===== src/ufsp_pkg.sv =====
// Shared constants for the second serial port
package ufsp_pkg;
    localparam int RX_DEPTH = 3;
    localparam logic [15:0] RELOAD_RST = 16'h0000;
    localparam logic [1:0] PS_12 = 2'h0;
    localparam logic [1:0] PS_4 = 2'h1;
    localparam logic [1:0] PS_48 = 2'h2;
    localparam logic [1:0] PS_1 = 2'h3;
    localparam logic [5:0] DIV_1 = 6'h01;
    localparam logic [5:0] DIV_4 = 6'h04;
    localparam logic [5:0] DIV_12 = 6'h0c;
    localparam logic [5:0] DIV_48 = 6'h30;
    localparam logic [1:0] PAR_ODD = 2'h0;
    localparam logic [1:0] PAR_EVEN = 2'h1;
    localparam logic [1:0] PAR_MARK = 2'h2;
    localparam logic [1:0] PAR_SPACE = 2'h3;
    localparam logic [7:0] RXDATA_RST = 8'h00;
    localparam logic [3:0] SAMPLES_PER_BIT = 4'h2;
endpackage


===== src/ufsp_skid.sv =====
// Two-entry valid/ready buffer for transmit bytes
`timescale 1ns/1ps
`default_nettype none
module ufsp_skid #(
    parameter int W = 8
) (
    // Clock and reset
    input wire logic clk_i,
    input wire logic rst_n_i,
    // Fill side
    input wire logic in_valid_i,
    output logic in_ready_o,
    input wire logic [W-1:0] in_data_i,
    // Drain side
    output logic out_valid_o,
    input wire logic out_ready_i,
    output logic [W-1:0] out_data_o
);
    logic [W-1:0] mem_q [2];
    logic rd_q, wr_q;
    logic [1:0] cnt_q;
    wire push = in_valid_i && in_ready_o;
    wire pop = out_valid_o && out_ready_i;
    assign in_ready_o = cnt_q != 2'h2;
    assign out_valid_o = cnt_q != 2'h0;
    assign out_data_o = mem_q[rd_q];
    always_ff @(posedge clk_i or negedge rst_n_i) begin
        if (!rst_n_i) begin
            rd_q <= 1'b0;
            wr_q <= 1'b0;
            cnt_q <= 2'h0;
            mem_q[0] <= '0;
            mem_q[1] <= '0;
        end else begin
            if (push) begin
                mem_q[wr_q] <= in_data_i;
                wr_q <= ~wr_q;
            end
            if (pop) rd_q <= ~rd_q;
            cnt_q <= cnt_q + {1'b0, push} - {1'b0, pop};
        end
    end
endmodule
`default_nettype wire


===== src/ufsp_top.sv =====
// Second serial port: baud generator, transmitter, receiver, FIFO
`timescale 1ns/1ps
`default_nettype none
// How it works
// RULE1: Transmit and receive machines run independently, full duplex.
// RULE2: Dedicated 16-bit baud timer behind a selectable prescaler.
// RULE3: Receive FIFO holds three bytes; a fourth overflows.
// RULE4: Six registers as plain ports: baud three, format and control, data.
// RULE5: Writes to the data location load the transmit holding path.
// RULE6: Reads of the data location return the oldest FIFO byte.
// RULE7: Transmit data has no read path.
// RULE8: Set transmit-done and receive flags; either interrupts when enabled.
// RULE9: Hardware never auto-clears the flags; software clears them.
// RULE10: Clearing receive-available is ignored while unread bytes remain.
// RULE11: Nothing runs unless the baud generator is enabled.
// RULE12: Timer counts up from reload, reloads on overflow; bit = 2 overflows.
// RULE13: Low start, 5-8 data LSB first, parity or extra, 1-2 high stops.
// RULE14: Even/odd/mark/space parity; no extra bit with parity; long stop 6-8.
// RULE15: Byte arriving to a full FIFO is dropped and overrun is flagged.
// RULE16: A read pops the FIFO; flag falls only when empty and cleared.
module ufsp_top #(
    parameter int DEPTH = ufsp_pkg::RX_DEPTH
) (
    // Clock and reset
    input wire logic CLOCK_I,
    input wire logic RST_N_I,
    // Baud generator control
    input wire logic BAUD_EN_I,
    input wire logic [1:0] BAUD_PS_I,
    input wire logic [7:0] BAUD_RELOAD_HIGH_I,
    input wire logic [7:0] BAUD_RELOAD_LOW_I,
    // Frame format
    input wire logic [1:0] DATA_LEN_I,
    input wire logic PARITY_ENABLE_BIT_I,
    input wire logic [1:0] PARITY_TYPE_I,
    input wire logic EXTRA_BIT_ENABLE_I,
    input wire logic LONG_STOP_I,
    input wire logic TX_EXTRA_I,
    // Control and status
    input wire logic RX_ENABLE_I,
    input wire logic INT_ENABLE_I,
    input wire logic TX_FLAG_CLR_I,
    input wire logic RX_FLAG_CLR_I,
    input wire logic OVR_CLR_I,
    output logic TX_COMPLETE_FLAG_O,
    output logic RX_AVAILABLE_FLAG_O,
    output logic OVERRUN_O,
    output logic PARITY_ERR_O,
    output logic RX_EXTRA_O,
    output logic INT_O,
    // Shared data location
    input wire logic DATA_WR_I,
    input wire logic [7:0] DATA_WDATA_I,
    output logic DATA_WREADY_O,
    input wire logic DATA_RD_I,
    output logic [7:0] SERIAL_DATA_PORT_O,
    // Serial pins
    output logic TX_O,
    input wire logic RX_I
);
    logic rs1_q, rst_n;
    always_ff @(posedge CLOCK_I or negedge RST_N_I) begin
        if (!RST_N_I) begin
            rs1_q <= 1'b0;
            rst_n <= 1'b0;
        end else begin
            rs1_q <= 1'b1;
            rst_n <= rs1_q;
        end
    end
    logic rx1_q, rx_q;
    always_ff @(posedge CLOCK_I or negedge rst_n) begin
        if (!rst_n) begin
            rx1_q <= 1'b1;
            rx_q <= 1'b1;
        end else begin
            rx1_q <= RX_I;
            rx_q <= rx1_q;
        end
    end
    // Baud generator; each overflow is a half-bit tick
    logic [5:0] ps_q;
    logic [15:0] tmr_q;
    wire [5:0] ps_div = (BAUD_PS_I == ufsp_pkg::PS_1) ? ufsp_pkg::DIV_1 :
        (BAUD_PS_I == ufsp_pkg::PS_4) ? ufsp_pkg::DIV_4 :
        (BAUD_PS_I == ufsp_pkg::PS_48) ? ufsp_pkg::DIV_48 : ufsp_pkg::DIV_12;
    wire ps_tick = BAUD_EN_I && (ps_q >= ps_div - 6'h01); // RULE2 RULE11
    wire half_tick = ps_tick && (tmr_q == 16'hffff); // RULE12
    always_ff @(posedge CLOCK_I or negedge rst_n) begin
        if (!rst_n) begin
            ps_q <= 6'h00;
            tmr_q <= ufsp_pkg::RELOAD_RST;
        end else if (!BAUD_EN_I) begin
            ps_q <= 6'h00; // RULE11
            tmr_q <= {BAUD_RELOAD_HIGH_I, BAUD_RELOAD_LOW_I}; // RULE4
        end else begin
            ps_q <= ps_tick ? 6'h00 : ps_q + 6'h01;
            if (half_tick) tmr_q <= {BAUD_RELOAD_HIGH_I, BAUD_RELOAD_LOW_I};
            else if (ps_tick) tmr_q <= tmr_q + 16'h0001; // RULE12
        end
    end
    function automatic logic par_bit(input logic [7:0] d, input logic [3:0] n,
                                     input logic [1:0] t);
        logic x;
        x = 1'b0;
        for (int i = 0; i < 8; i++) if (i < n) x = x ^ d[i];
        case (t)
            ufsp_pkg::PAR_ODD: par_bit = ~x;
            ufsp_pkg::PAR_EVEN: par_bit = x;
            ufsp_pkg::PAR_MARK: par_bit = 1'b1;
            default: par_bit = 1'b0;
        endcase
    endfunction
    wire [3:0] nbits = 4'h5 + {2'b00, DATA_LEN_I}; // RULE13
    wire has_ext = PARITY_ENABLE_BIT_I || EXTRA_BIT_ENABLE_I; // RULE14
    // Long stop only counts with 6 to 8 data bits
    wire two_stop = LONG_STOP_I && (DATA_LEN_I != 2'h0); // RULE14
    // Start, data, extra, then one or two stops before the flag rises
    wire [3:0] frame_len = 4'h2 + nbits + {3'b000, has_ext}
        + {3'b000, two_stop}; // RULE13
    // Transmit holding buffer decouples software writes from the shifter
    logic hold_valid, hold_ready;
    logic [7:0] hold_data;
    ufsp_skid #(.W(8)) u_hold (
        .clk_i(CLOCK_I),
        .rst_n_i(rst_n),
        .in_valid_i(DATA_WR_I), // RULE5
        .in_ready_o(DATA_WREADY_O),
        .in_data_i(DATA_WDATA_I),
        .out_valid_o(hold_valid),
        .out_ready_i(hold_ready),
        .out_data_o(hold_data)
    );
    typedef enum logic [1:0] {TX_IDLE = 2'b01, TX_RUN = 2'b10} ufsp_tx_e;
    ufsp_tx_e tx_st_q;
    logic [10:0] tx_sh_q;
    logic [3:0] tx_cnt_q;
    logic tx_ph_q, tx_done;
    assign hold_ready = (tx_st_q == TX_IDLE) && BAUD_EN_I && half_tick;
    assign tx_done = (tx_st_q == TX_RUN) && half_tick && tx_ph_q
        && (tx_cnt_q == frame_len);
    wire tx_xb = PARITY_ENABLE_BIT_I ?
        par_bit(hold_data, nbits, PARITY_TYPE_I) : TX_EXTRA_I;
    always_ff @(posedge CLOCK_I or negedge rst_n) begin
        if (!rst_n) begin
            tx_st_q <= TX_IDLE;
            tx_sh_q <= '1;
            tx_cnt_q <= 4'h0;
            tx_ph_q <= 1'b0;
            TX_O <= 1'b1;
        end else begin
            case (tx_st_q)
                TX_IDLE: begin
                    TX_O <= 1'b1;
                    if (hold_valid && hold_ready) begin
                        tx_sh_q <= 11'h7ff;
                        for (int i = 0; i < 8; i++)
                            if (i < nbits) tx_sh_q[i] <= hold_data[i]; // RULE13
                        if (has_ext) tx_sh_q[nbits] <= tx_xb; // RULE14
                        TX_O <= 1'b0;
                        tx_cnt_q <= 4'h1;
                        tx_ph_q <= 1'b0;
                        tx_st_q <= TX_RUN;
                    end
                end
                TX_RUN: if (half_tick) begin
                    tx_ph_q <= ~tx_ph_q;
                    if (tx_ph_q) begin
                        if (tx_done) tx_st_q <= TX_IDLE;
                        else begin
                            TX_O <= tx_sh_q[0];
                            tx_sh_q <= {1'b1, tx_sh_q[10:1]};
                            tx_cnt_q <= tx_cnt_q + 4'h1;
                        end
                    end
                end
                default: tx_st_q <= TX_IDLE;
            endcase
        end
    end
    // Receiver samples once per bit, the first one half-bit after the low start is seen
    typedef enum logic [1:0] {RX_IDLE = 2'b01, RX_RUN = 2'b10} ufsp_rx_e;
    ufsp_rx_e rx_st_q;
    logic [8:0] rx_sh_q;
    logic [3:0] rx_cnt_q;
    logic rx_ph_q;
    wire [3:0] rx_need = nbits + {3'b000, has_ext};
    wire rx_samp = (rx_st_q == RX_RUN) && half_tick && !rx_ph_q;
    wire rx_last = rx_samp && (rx_cnt_q == rx_need + 4'h1);
    wire [7:0] rx_byte = 8'(rx_sh_q >> (4'h9 - rx_need));
    wire [7:0] rx_data = (rx_byte & 8'(9'h0ff >> (4'h8 - nbits)));
    // Extra bit is the last one shifted in, so it sits at the top
    wire rx_xb = has_ext && rx_sh_q[8];
    wire rx_got = rx_last && rx_q; // RULE13
    // FIFO of received bytes
    logic [7:0] fifo_q [DEPTH];
    logic [1:0] fcnt_q;
    wire full = fcnt_q == 2'(DEPTH);
    wire pop = DATA_RD_I && (fcnt_q != 2'h0); // RULE16
    wire push = rx_got && (!full || pop); // RULE3
    always_ff @(posedge CLOCK_I or negedge rst_n) begin
        if (!rst_n) begin
            rx_st_q <= RX_IDLE;
            rx_sh_q <= '0;
            rx_cnt_q <= 4'h0;
            rx_ph_q <= 1'b0;
            fcnt_q <= 2'h0;
            for (int i = 0; i < DEPTH; i++) fifo_q[i] <= ufsp_pkg::RXDATA_RST;
            PARITY_ERR_O <= 1'b0;
            RX_EXTRA_O <= 1'b0;
        end else begin
            case (rx_st_q)
                RX_IDLE: if (half_tick && !rx_q && RX_ENABLE_I) begin
                    rx_st_q <= RX_RUN; // RULE1
                    rx_cnt_q <= 4'h0;
                    // First sample lands mid start bit, half a bit later
                    rx_ph_q <= 1'b0;
                end
                RX_RUN: if (half_tick) begin
                    rx_ph_q <= ~rx_ph_q;
                    if (rx_samp) begin
                        rx_cnt_q <= rx_cnt_q + 4'h1;
                        if (rx_cnt_q == 4'h0 && rx_q) rx_st_q <= RX_IDLE;
                        else if (rx_last) rx_st_q <= RX_IDLE;
                        else if (rx_cnt_q != 4'h0)
                            rx_sh_q <= {rx_q, rx_sh_q[8:1]};
                    end
                end
                default: rx_st_q <= RX_IDLE;
            endcase
            if (pop) begin
                for (int i = 0; i < DEPTH - 1; i++) fifo_q[i] <= fifo_q[i+1];
                // Vacated slot reads as zero once the FIFO drains
                fifo_q[DEPTH-1] <= ufsp_pkg::RXDATA_RST;
            end
            if (push) fifo_q[2'(fcnt_q - {1'b0, pop})] <= rx_data;
            fcnt_q <= fcnt_q + {1'b0, push} - {1'b0, pop};
            if (push) begin
                RX_EXTRA_O <= rx_xb;
                PARITY_ERR_O <= PARITY_ENABLE_BIT_I &&
                    (rx_xb != par_bit(rx_data, nbits, PARITY_TYPE_I)); // RULE14
            end
        end
    end
    assign SERIAL_DATA_PORT_O = fifo_q[0]; // RULE6 RULE7
    // Flags: hardware set beats software clear
    always_ff @(posedge CLOCK_I or negedge rst_n) begin
        if (!rst_n) begin
            TX_COMPLETE_FLAG_O <= 1'b0;
            RX_AVAILABLE_FLAG_O <= 1'b0;
            OVERRUN_O <= 1'b0;
        end else begin
            if (tx_done) TX_COMPLETE_FLAG_O <= 1'b1; // RULE8
            else if (TX_FLAG_CLR_I) TX_COMPLETE_FLAG_O <= 1'b0; // RULE9
            if (push) RX_AVAILABLE_FLAG_O <= 1'b1; // RULE8
            else if (RX_FLAG_CLR_I && (fcnt_q - {1'b0, pop}) == 2'h0)
                RX_AVAILABLE_FLAG_O <= 1'b0; // RULE10 RULE16
            if (rx_got && !push) OVERRUN_O <= 1'b1; // RULE15
            else if (OVR_CLR_I) OVERRUN_O <= 1'b0;
        end
    end
    assign INT_O = INT_ENABLE_I && (TX_COMPLETE_FLAG_O || RX_AVAILABLE_FLAG_O);
endmodule
`default_nettype wire


===== config.mk =====
export PLATFORM = sky130hd
export DESIGN_NAME = ufsp_top
export DESIGN_NICKNAME = d
export VERILOG_FILES = /design/src/ufsp_pkg.sv /design/src/ufsp_skid.sv /design/src/ufsp_top.sv
export SDC_FILE = /design/constraint.sdc
export NUM_CORES = 1
export LEC_CHECK = 0
export ABC_CLOCK_PERIOD_IN_PS = 7930
export BUFFER_PORTS_ARGS = -buffer_cell sky130_fd_sc_hd__buf_2
export CELL_PAD_IN_SITES_DETAIL_PLACEMENT = 1
export CELL_PAD_IN_SITES_GLOBAL_PLACEMENT = 1
export CORE_UTILIZATION = 51
export DETAILED_ROUTE_END_ITERATION = 16
export PLACE_DENSITY = 0.84
export SYNTH_ARGS = -nofsm -noshare
export SYNTH_HDL_FRONTEND = slang
export SYNTH_SLANG_ARGS = --single-unit

===== constraint.sdc =====
create_clock -name CLOCK_I -period 7.93 [get_ports CLOCK_I]
set_input_delay 0 -clock CLOCK_I [delete_from_list [all_inputs] [get_ports CLOCK_I]]
set_output_delay 0 -clock CLOCK_I [all_outputs]
set_load 0.05 [all_outputs]

==> impl_metrics.toml, run 1 <==
[placed_design]
io_buffers = 60
numPlacedInstances = 865
hpwl_um = 12240
placed_area_mm2 = 0.006995
gp_congestion = 0.8405

[layout]
final_util_pct = 60.30
fin_area_mm2 = 0.007641
drive_gt1_share_pct = 19.70
stdcell_count = 913
fillers = 1429
diodes = 0
multiInputGateArea_mm2 = 0.003522
regArea_mm2 = 0.002826
nNetsFinal = 811
synthToLayoutAreaGrowth_pct = 14.75

[cts]
clock-sinks = 112
cts_buffer_depth = 2
path_clk_slew_ns = 0.08
root_buffer = "clkbuf_16"
htree_levels = 3
cts_inserted_buffers = 9
cts_tree = "yes"
clkLatencyLatePin_ns = 0.36
post_cts_buffers = 0

[sta]
setup_violations = 0
fin_worst_skew_ns = 0.009216
max_freq_mhz = 226.3
max-slew-margin-rel_pct = 22.96
fin_crit_ns = 4.420
rsz0062_at_grt = "no"
final_max_slew_viol_count = 0
hold_viol_final = 0
tightest_slew_ns = 1.155
fin_crit_sh_pct = 55.73
setup_tns_ns = 0

[critical_path]
r2r_setup_slack_ns = 4.15
r2r_cells = 6
cp-startpoint = "EXTRA_BIT_ENABLE_I"
startpoint_type = "input port"
arrival_ns = 4.69
regToRegStartpoint = "fcnt_q[1]"
cp-end-kind = "flip-flop"
rr_endpoint = "SERIAL_DATA_PORT_O[6]"
path_class = "input port to flip-flop"
cp_data_required_time_ns = 8.20
critPathMaxFanout = 22

[die]
die-area_mm2 = 0.01352
start_util_pct = 52.55
pin_count = 61
rows = 41
fp.dieW_um = 116.3
fp.dieH_um = 116.3
design.core.area_mm2 = 0.01267

[synth]
synth-compound-area-share_pct = 14.17
synth-seq-area-share_pct = 42.39
synthDistinctLibCells = 81
yosys_warnings = 0
ys_ff_latch = 112
synth-simple-area-share_pct = 15.78
synthXorXnorAreaFrac_pct = 5.487
avgSynthCellArea_um2 = 9.998
synthAdderAreaFrac_pct = 5.862
synthFlopType = "dfrtp_1"
synthTopCellsByArea = "dfrtp_1 (36%), dfstp_2 (6.3%), ha_1 (5.3%)"
syn_inst = 666
yosysTopAreaCell = "dfrtp_1"
synthArstFlopShare_pct = 100.0
syn_nets = 741
muxShareOfSynthArea_pct = 11.48
synth_top_area_share_pct = 36.08
syn_area_mm2 = 0.006659
synth_top_family_by_area = "simple AND/OR/NAND/NOR gates"
synth_edf_count = 0

[routing]
firstDrtPassIters = 4
viasPerCell = 5.841
antenna_left = 0
drc_errors = 0
wire_per_inst_um = 19.25
initialDrtViolationCount = 226
via_count = 5333
drt_wl_total_um = 17570

[worst_hold_path]
hold_start = "PARITY_ENABLE_BIT_I"
holdPathStages = 3
min_path_type = "input port to flip-flop"
min_to = "tx_sh_q[7]"

[global_routing]
grt_pass1_wl_um = 28720
grt_use_total_pct = 27.90
grt_max_degree = 57
grt-ovfl-total = 0
grt_pass1_vias = 5756
antenna_found_initial = 0

[flow_run]
max_cap_viol_count = 0

[power_and_ir_drop]
p_leak_uw = 0.003539
ir_drop_mv = 0.2070
power_density_mw_per_mm2 = 213.9

[run_status]
status = "complete, no violations"
## cells by family after synthesis
logic type,Yosys count
other,1
XOR/XNOR,36
AND/OR/NAND/NOR,212
AO/OA/AOI/OAI,140
adder cells (fa/ha/maj),30
flip-flops,112
multiplexers,68
buffers and inverters,67
## worst max-delay path by stage
stage                                 end  depth (start not counted)
floorplan                       fcnt_q[1]                         20
global placement    SERIAL_DATA_PORT_O[5]                         15
detailed placement  SERIAL_DATA_PORT_O[6]                         15
CTS                 SERIAL_DATA_PORT_O[6]                         16
global route        SERIAL_DATA_PORT_O[0]                         16
finish              SERIAL_DATA_PORT_O[6]                         16
## metal layers
layer,global-route usage (%),wire [µm],up-vias
li1,-,-,2494
met5,0,0,-
met4,8.632,276,0
met3,5.812,380,18
met2,51.95,9750,72
met1,31.82,7165,2749
## metrics by stage
step           hold WS (ns)  total power (µW)  setup slack (ns)
3_5_place_dp        -0.2128              1138             3.695
6_report            0.05512              1634             3.510
2_1_floorplan       -0.2956              1031             4.597
3_3_place_gp        -0.2149              1109             3.979
4_1_cts             0.04733              1645             3.643
5_1_grt             0.08248              1714             3.211
## sequential cells by signal, indices dropped and copies added (netlist names), 2 cells and up
name / cells
u_hold.cnt_q: 2
fcnt_q: 2
tmr_q: 16
rx_st_q: 2
SERIAL_DATA_PORT_O: 8
ps_q: 6
tx_sh_q: 11
rx_sh_q: 9
tx_st_q: 2
fifo_q: 16
rx_cnt_q: 4
u_hold.mem_q: 16
tx_cnt_q: 4
## worst max-delay path, stage by stage
cell and delay [ns]:
dlygate4sd3_1 0.54, buf_2 0.14, or2_2 0.19, ha_1 0.17, inv_1 0.05, fa_1 1.01
inv_1 0.20, ha_1 0.27, a21bo_2 0.21, a21o_2 0.19, o21ai_0 0.17, o32a_2 0.24
nand3_1 0.18, nor3b_2 0.81, a211oi_1 0.12, a21oi_1 0.19
## layout make-up
class                      count  share of cell area, %
multi-input combinational    487                  46.09
sequential                   112                  36.99
timing repair buffer          93                  8.220
clock buffer                  12                  3.488
tap                          172                  2.816
inverter                      33                  1.621
clock inverter                 4                 0.7696
## what timing repair did
item,in CTS,in global routing
hold buffers,32,0
gates resized for setup,0,0
endpoints found under the hold margin,40,0
## Yosys cell counts, drive strengths merged, types with 4 or more instances
master and count:
xor2 17, a211oi 11, clkbuf 14, a22o 4, mux2i 34, dfrtp 96, a21oi 36, dfstp 16
buf 20, nor2 62, o211ai 5, and3 8, nand4 7, xnor2 16, nand3 27, nand2 53
nor3 12, or2 4, ha 28, mux2 31, inv 32, o21ai 40, and2 11, o22ai 6
nand3b 4, nand2b 5, a311oi 4
## power breakdown
part           leakage (µW)  internal, µW  switching [µW]
logic               0.00196           215             232
clock network      0.000161           274             217
registers           0.00141           634            61.4
## cell usage in the layout (no fill, tap or decap), drive strengths merged, types with 17 or more instances in the layout
cell type | synthesis | routed
a21oi | 36 | 36
buf | 20 | 61
dfrtp | 96 | 96
dlygate4sd3 | 0 | 32
ha | 28 | 28
inv | 32 | 33
mux2 | 31 | 31
mux2i | 34 | 34
nand2 | 53 | 53
nand3 | 27 | 27
nor2 | 62 | 62
o21ai | 40 | 40
xor2 | 17 | 17
No activity file was read; power rests on OpenSTA's default activity.
==> run 2, diff against run 1 <==
- ABC_CLOCK_PERIOD_IN_PS: 7930 -> 4140
- CORE_UTILIZATION: 51 -> 47
- PLACE_DENSITY: 0.84 -> 0.78
- clock period: 7.93 -> 4.14 ns (I/O delays scaled with it)
==> impl_metrics.toml, run 2 (same netlist as run 1, synthesis figures left out) <==
[sta]
setup_violations = 0
fin_worst_skew_ns = 0.005205
fin_crit_sh_pct = 94.92
hold_viol_final = 0
fin_crit_ns = 3.930
hold_ws_ns = 0.04840
max_freq_mhz = 254.5
max-slew-margin-rel_pct = 34.71
tightest_slew_ns = 0.9758
setup_tns_ns = 0
final_max_slew_viol_count = 0
rsz0062_at_grt = "no"

[power_and_ir_drop]
ir_drop_mv = 0.3481
p_leak_uw = 0.003548
power_density_mw_per_mm2 = 394.4

[routing]
wire_per_inst_um = 17.72
drt_wl_total_um = 16450
initialDrtViolationCount = 194
antenna_left = 0
drc_errors = 0
via_count = 5272
viasPerCell = 5.681
firstDrtPassIters = 4

[critical_path]
critPathMaxFanout = 16
startpoint_type = "input port"
endpoint = "fifo_q[5]"
r2r_cells = 10
path_class = "input port to flip-flop"
cp_data_required_time_ns = 4.36
cp-end-kind = "flip-flop"
r2r_setup_slack_ns = 0.75
cp-startpoint = "EXTRA_BIT_ENABLE_I"
rr_endpoint = "fifo_q[5]"
arrival_ns = 4.15
regToRegStartpoint = "ps_q[0]"

[global_routing]
grt_use_total_pct = 24.29
gr-usage-met2_pct = 41.25
grt-busiest-layer = "met2"
grt_pass1_vias = 5646
grt_pass1_wl_um = 28020
antenna_found_initial = 0
use_met1_pct = 31.98
grt-ovfl-total = 0
grt_max_degree = 44
use_met3_pct = 3.148

[die]
rows = 43
pin_count = 61
die-area_mm2 = 0.01465
design.core.area_mm2 = 0.01383
fp.dieW_um = 121.0
fp.dieH_um = 121.0
start_util_pct = 48.16

[cts]
clock-sinks = 112
cts_tree = "yes"
cts_inserted_buffers = 9
root_buffer = "clkbuf_16"
cts_buffer_depth = 2
clkLatencyLatePin_ns = 0.36
path_clk_slew_ns = 0.07
htree_levels = 3
post_cts_buffers = 0

[worst_hold_path]
min_path_type = "input port to flip-flop"
holdPathStages = 3

[layout]
nNetsFinal = 818
final_common_cell = "dfrtp_1"
drive_gt1_share_pct = 20.32
top_regs = "fifo_q (16), tmr_q (16), u_hold.mem_q (16)"
final_util_pct = 55.44
fin_area_mm2 = 0.007666
diodes = 0
synthToLayoutAreaGrowth_pct = 15.13
layout_common_cells = "dfrtp_1 (95), nor2_1 (61), buf_2 (60)"

[run_status]
status = "complete, no violations"

[placed_design]
placed_area_mm2 = 0.007058
hpwl_um = 11950
gp_congestion = 0.8443
io_buffers = 60

[flow_run]
max_cap_viol_count = 0
[run 2: power by group]
part | total (µW) | switching (µW) | leakage, µW | internal (µW)
combinational | 849 | 434 | 0.00200 | 415
sequential | 1330 | 113 | 0.00141 | 1210
clock | 847 | 405 | 0.000136 | 442
[run 2: final cells by class]
| class | instances | area (µm²) |
|---|---|---|
| tap | 180 | 225.2 |
| clock inverter | 4 | 28.78 |
| timing repair buffer | 100 | 680.7 |
| clock buffer | 12 | 256.5 |
| inverter | 33 | 123.9 |
| multi-input combinational | 487 | 3525 |
| sequential | 112 | 2826 |
| fill | 1549 | 6161 |
[run 2: worst min path at each step]
| stage | start | slack [ns] | end |
|---|---|---|---|
| after floorplan | RST_N_I | -0.30 | rs1_q |
| after global placement | RST_N_I | -0.22 | rs1_q |
| after detailed placement | RST_N_I | -0.21 | rs1_q |
| after CTS | PARITY_ENABLE_BIT_I | 0.03 | tx_sh_q[7] |
| after global routing | PARITY_ENABLE_BIT_I | 0.07 | tx_sh_q[7] |
| final | PARITY_ENABLE_BIT_I | 0.05 | tx_sh_q[7] |
[run 2: layer usage]
metal	share of wire, %	vias up	wire length (µm)
li1	-	2512	-
met2	50	74	8157
met1	46	2667	7603
met5	0	-	0
met4	1.7	0	282
met3	2.4	19	402
[run 2: through the flow]
step	power, µW	std cells	setup slack, ns
4_1_cts	3058	928	0.1870
3_3_place_gp	2123	880	0.5054
3_5_place_dp	2172	880	0.3862
2_1_floorplan	1975	666	0.8070
6_report	3024	928	0.2102
5_1_grt	3197	928	0.03373
[run 2: worst max-delay path: stages]
cell and delay (ns):
dlygate4sd3_1 0.53, buf_2 0.13, or2_2 0.37, ha_1 0.23
inv_1 0.07, fa_1 0.42, buf_4 0.20, inv_1 0.10
ha_1 0.18, nand3b_1 0.12, a21o_2 0.25, nor3_1 0.18
o32a_2 0.25, nand3_1 0.17, or3b_1 0.68, nand3_1 0.20
o21ai_1 0.08
[run 2: repair_timing]
item / in CTS / in global routing
hold buffers: 32 / 0
hold endpoints to repair: 40 / 0
resized for setup: 0 / 1
endpoints found under the setup margin: 0 / 1
==> run 3, diff against run 2 <==
- ABC_AREA: unset -> 1
- CORE_UTILIZATION: 47 -> 44
- PLACE_DENSITY: 0.78 -> 0.79
==> impl_metrics.toml, run 3 <==
[synth]
yosys_warnings = 0
synthDistinctLibCells = 43
synthTopCellsByCount = "nand2_1 (337), inv_1 (129), nor2_1 (113)"
synth_top_area_share_pct = 33.07
syn_area_mm2 = 0.007264
avgSynthCellArea_um2 = 6.999
synth_top_family_by_area = "simple AND/OR/NAND/NOR gates"
synthXorXnorAreaFrac_pct = 3.496
synth_edf_count = 0
synthTopCellsByArea = "dfrtp_1 (33%), nand2_1 (17%), o21ai_0 (7.1%)"
ys_ff_latch = 112
syn_inst = 1038
yosysMostFrequentCell = "nand2_1"
muxShareOfSynthArea_pct = 0
yosysTopAreaCell = "dfrtp_1"
synth-compound-area-share_pct = 10.99
synth-simple-area-share_pct = 31.85
synthArstFlopShare_pct = 100.0
synthAdderAreaFrac_pct = 5.374
synthFlopType = "dfrtp_1"
syn_nets = 1113
synth-seq-area-share_pct = 38.86

[critical_path]
arrival_ns = 3.76
startpoint_type = "input port"
cp-end-kind = "flip-flop"
path_cells = "buf_2 -> nor2_1 -> inv_1 -> ha_1 -> inv_1 -> fa_1 -> inv_1 -> ha_1 -> nand2_1 -> xor2_1 -> o2111ai_1 -> nor3_1 -> nand2_1 -> ha_1 -> inv_1 -> ha_1 -> xnor2_1 -> xor2_1"
slowest_delay_ns = 0.43
cp_num_buf_inv = 5
crit_cells = 18
cp_data_required_time_ns = 4.43
critPathMaxFanout = 11
path_class = "input port to flip-flop"
crit_slowest_cell = "fa_1"
critical-path-top-delay-family = "adder cells"
r2r_cells = 11

[worst_hold_path]
min_path_type = "input port to flip-flop"
holdPathStages = 4

[placed_design]
gp_congestion = 0.8197
io_buffers = 60
placed_area_mm2 = 0.007726
hpwl_um = 14310
numPlacedInstances = 1288

[global_routing]
grt_max_degree = 72
grt-ovfl-total = 0
grt_pass1_wl_um = 33060
grt_pass1_vias = 6821
antenna_found_initial = 0
grt_use_total_pct = 24.85

[layout]
multiInputGateArea_mm2 = 0.003760
synthToLayoutAreaGrowth_pct = 14.49
fillers = 2142
regArea_mm2 = 0.002826
layout_common_cells = "nand2_1 (337), inv_1 (129), nor2_1 (113)"
stdcell_count = 1334
top_regs = "fifo_q (16), tmr_q (16), u_hold.mem_q (16)"
fin_area_mm2 = 0.008317
nNetsFinal = 1188
final_util_pct = 51.98
drive_gt1_share_pct = 10.91
final_common_cell = "nand2_1"
diodes = 0

[sta]
tightest_slew_ns = 0.9469
hold_viol_final = 0
fin_worst_skew_ns = 0.009414
fin_crit_ns = 3.470
max-slew-margin-rel_pct = 36.87
setup_tns_ns = 0
final_max_slew_viol_count = 0
fin_crit_sh_pct = 83.82
setup_violations = 0
rsz0062_at_grt = "no"
max_freq_mhz = 288.2

[routing]
wl_met3_um = 381
via_count = 6669
drc_errors = 0
wl_met1_um = 8903
viasPerCell = 4.999
firstDrtPassIters = 4
wire_per_inst_um = 14.60
antenna_left = 0
initialDrtViolationCount = 337
drt_wl_total_um = 19480
top_layer = "met4"
wl_met2_um = 9860

[cts]
root_buffer = "clkbuf_16"
htree_levels = 3
path_clk_slew_ns = 0.08
clkLatencyLatePin_ns = 0.37
cts_buffer_depth = 2
cts_tree = "yes"
post_cts_resized = 0
cts_inserted_buffers = 9
clock-sinks = 112

[run_status]
status = "complete, no violations"

[die]
pin_count = 61
die-area_mm2 = 0.01703
fp.dieH_um = 130.5
rows = 46
fp.dieW_um = 130.5
design.core.area_mm2 = 0.01600
start_util_pct = 45.40

[power_and_ir_drop]
power_density_mw_per_mm2 = 393.0
p_leak_uw = 0.004232
ir_drop_mv = 0.3317

[flow_run]
max_cap_viol_count = 0
==> run 3: changes by cell type after synthesis, moves of 6 or more <==
cell | before | now
clkbuf_1 | 13 | 19
nand2_1 | 53 | 337
mux2_2 | 28 | 0
a211oi_1 | 11 | 0
and2_1 | 11 | 1
o21ai_1 | 15 | 6
mux2i_1 | 34 | 0
a21oi_1 | 35 | 15
nand3_1 | 27 | 57
and3_1 | 7 | 0
nor2_1 | 62 | 113
o21ai_0 | 25 | 103
nand4_1 | 7 | 14
inv_1 | 31 | 129
==> run 3: cells by family after synthesis <==
| family | Yosys count |
|---|---|
| AO/OA/AOI/OAI | 148 |
| adder cells (fa/ha/maj) | 30 |
| other | 1 |
| XOR/XNOR | 29 |
| buffers and inverters | 168 |
| flip-flops | 112 |
| AND/OR/NAND/NOR | 550 |
==> run 3: stage by stage <==
step | hold slack (ns) | setup WS [ns] | total power [µW]
2_1_floorplan | -0.2956 | 0.8013 | 2121
3_3_place_gp | -0.2139 | 0.4692 | 2360
3_5_place_dp | -0.2122 | 0.3120 | 2403
4_1_cts | 0.001129 | 0.6587 | 3302
5_1_grt | 0.02483 | 0.3766 | 3517
6_report | 0.009432 | 0.6697 | 3268
==> run 3: routing by layer <==
| metal | GRT usage (%) | vias to the layer above |
|---|---|---|
| met5 | 0 | - |
| met4 | 7.235 | 0 |
| met3 | 3.420 | 24 |
| met2 | 44.07 | 63 |
| met1 | 31.41 | 3173 |
| li1 | - | 3409 |
==> run 3: worst register-to-register path: stages, from the launching register on <==
cell	delay (ns)
dfrtp_1	0.41
ha_1	0.32
a21oi_1	0.15
a21boi_0	0.18
and2_1	0.22
nand2_1	0.14
nand3_1	0.21
nand2_1	0.35
inv_1	0.65
o21ai_0	0.20
o211ai_1	0.13
o21ai_0	0.13
==> run 3: worst paths after layout <==
kind | from | to | slack, ns
max in group asynchronous | rst_n | tx_sh_q[3] | 2.75
hold reg to reg | rs1_q | rst_n | 0.36
setup / recovery | PARITY_ENABLE_BIT_I | fcnt_q[1] | 0.67
setup reg to reg | ps_q[5] | tmr_q[5] | 0.92
hold / removal | BAUD_RELOAD_HIGH_I[5] | tmr_q[13] | 0.009
min in group asynchronous | RST_N_I | rst_n | 0.47
==> run 3: power by group <==
part / switching, µW / leakage [µW] / total [µW] / internal (µW)
registers: 121 / 0.00140 / 1360 / 1240
logic: 694 / 0.00270 / 1040 / 342
clock network: 450 / 0.000132 / 871 / 421
total: 1270 / 0.00423 / 3270 / 2000
==> run 3: layout make-up <==
cell class,count,share of cell area [%]
flip-flops and latches,112,33.99
inverters,133,6.033
repair buffers,99,8.034
multi-input cells,758,45.21
clock buffers,9,2.708
well taps,216,3.250
clock inverters,7,0.7823
==> run 3: what timing repair did <==
item | 4_1_cts | 5_1_grt
endpoints found under the hold margin | 38 | 0
buffers inserted | 0 | 0
hold buffers | 30 | 0
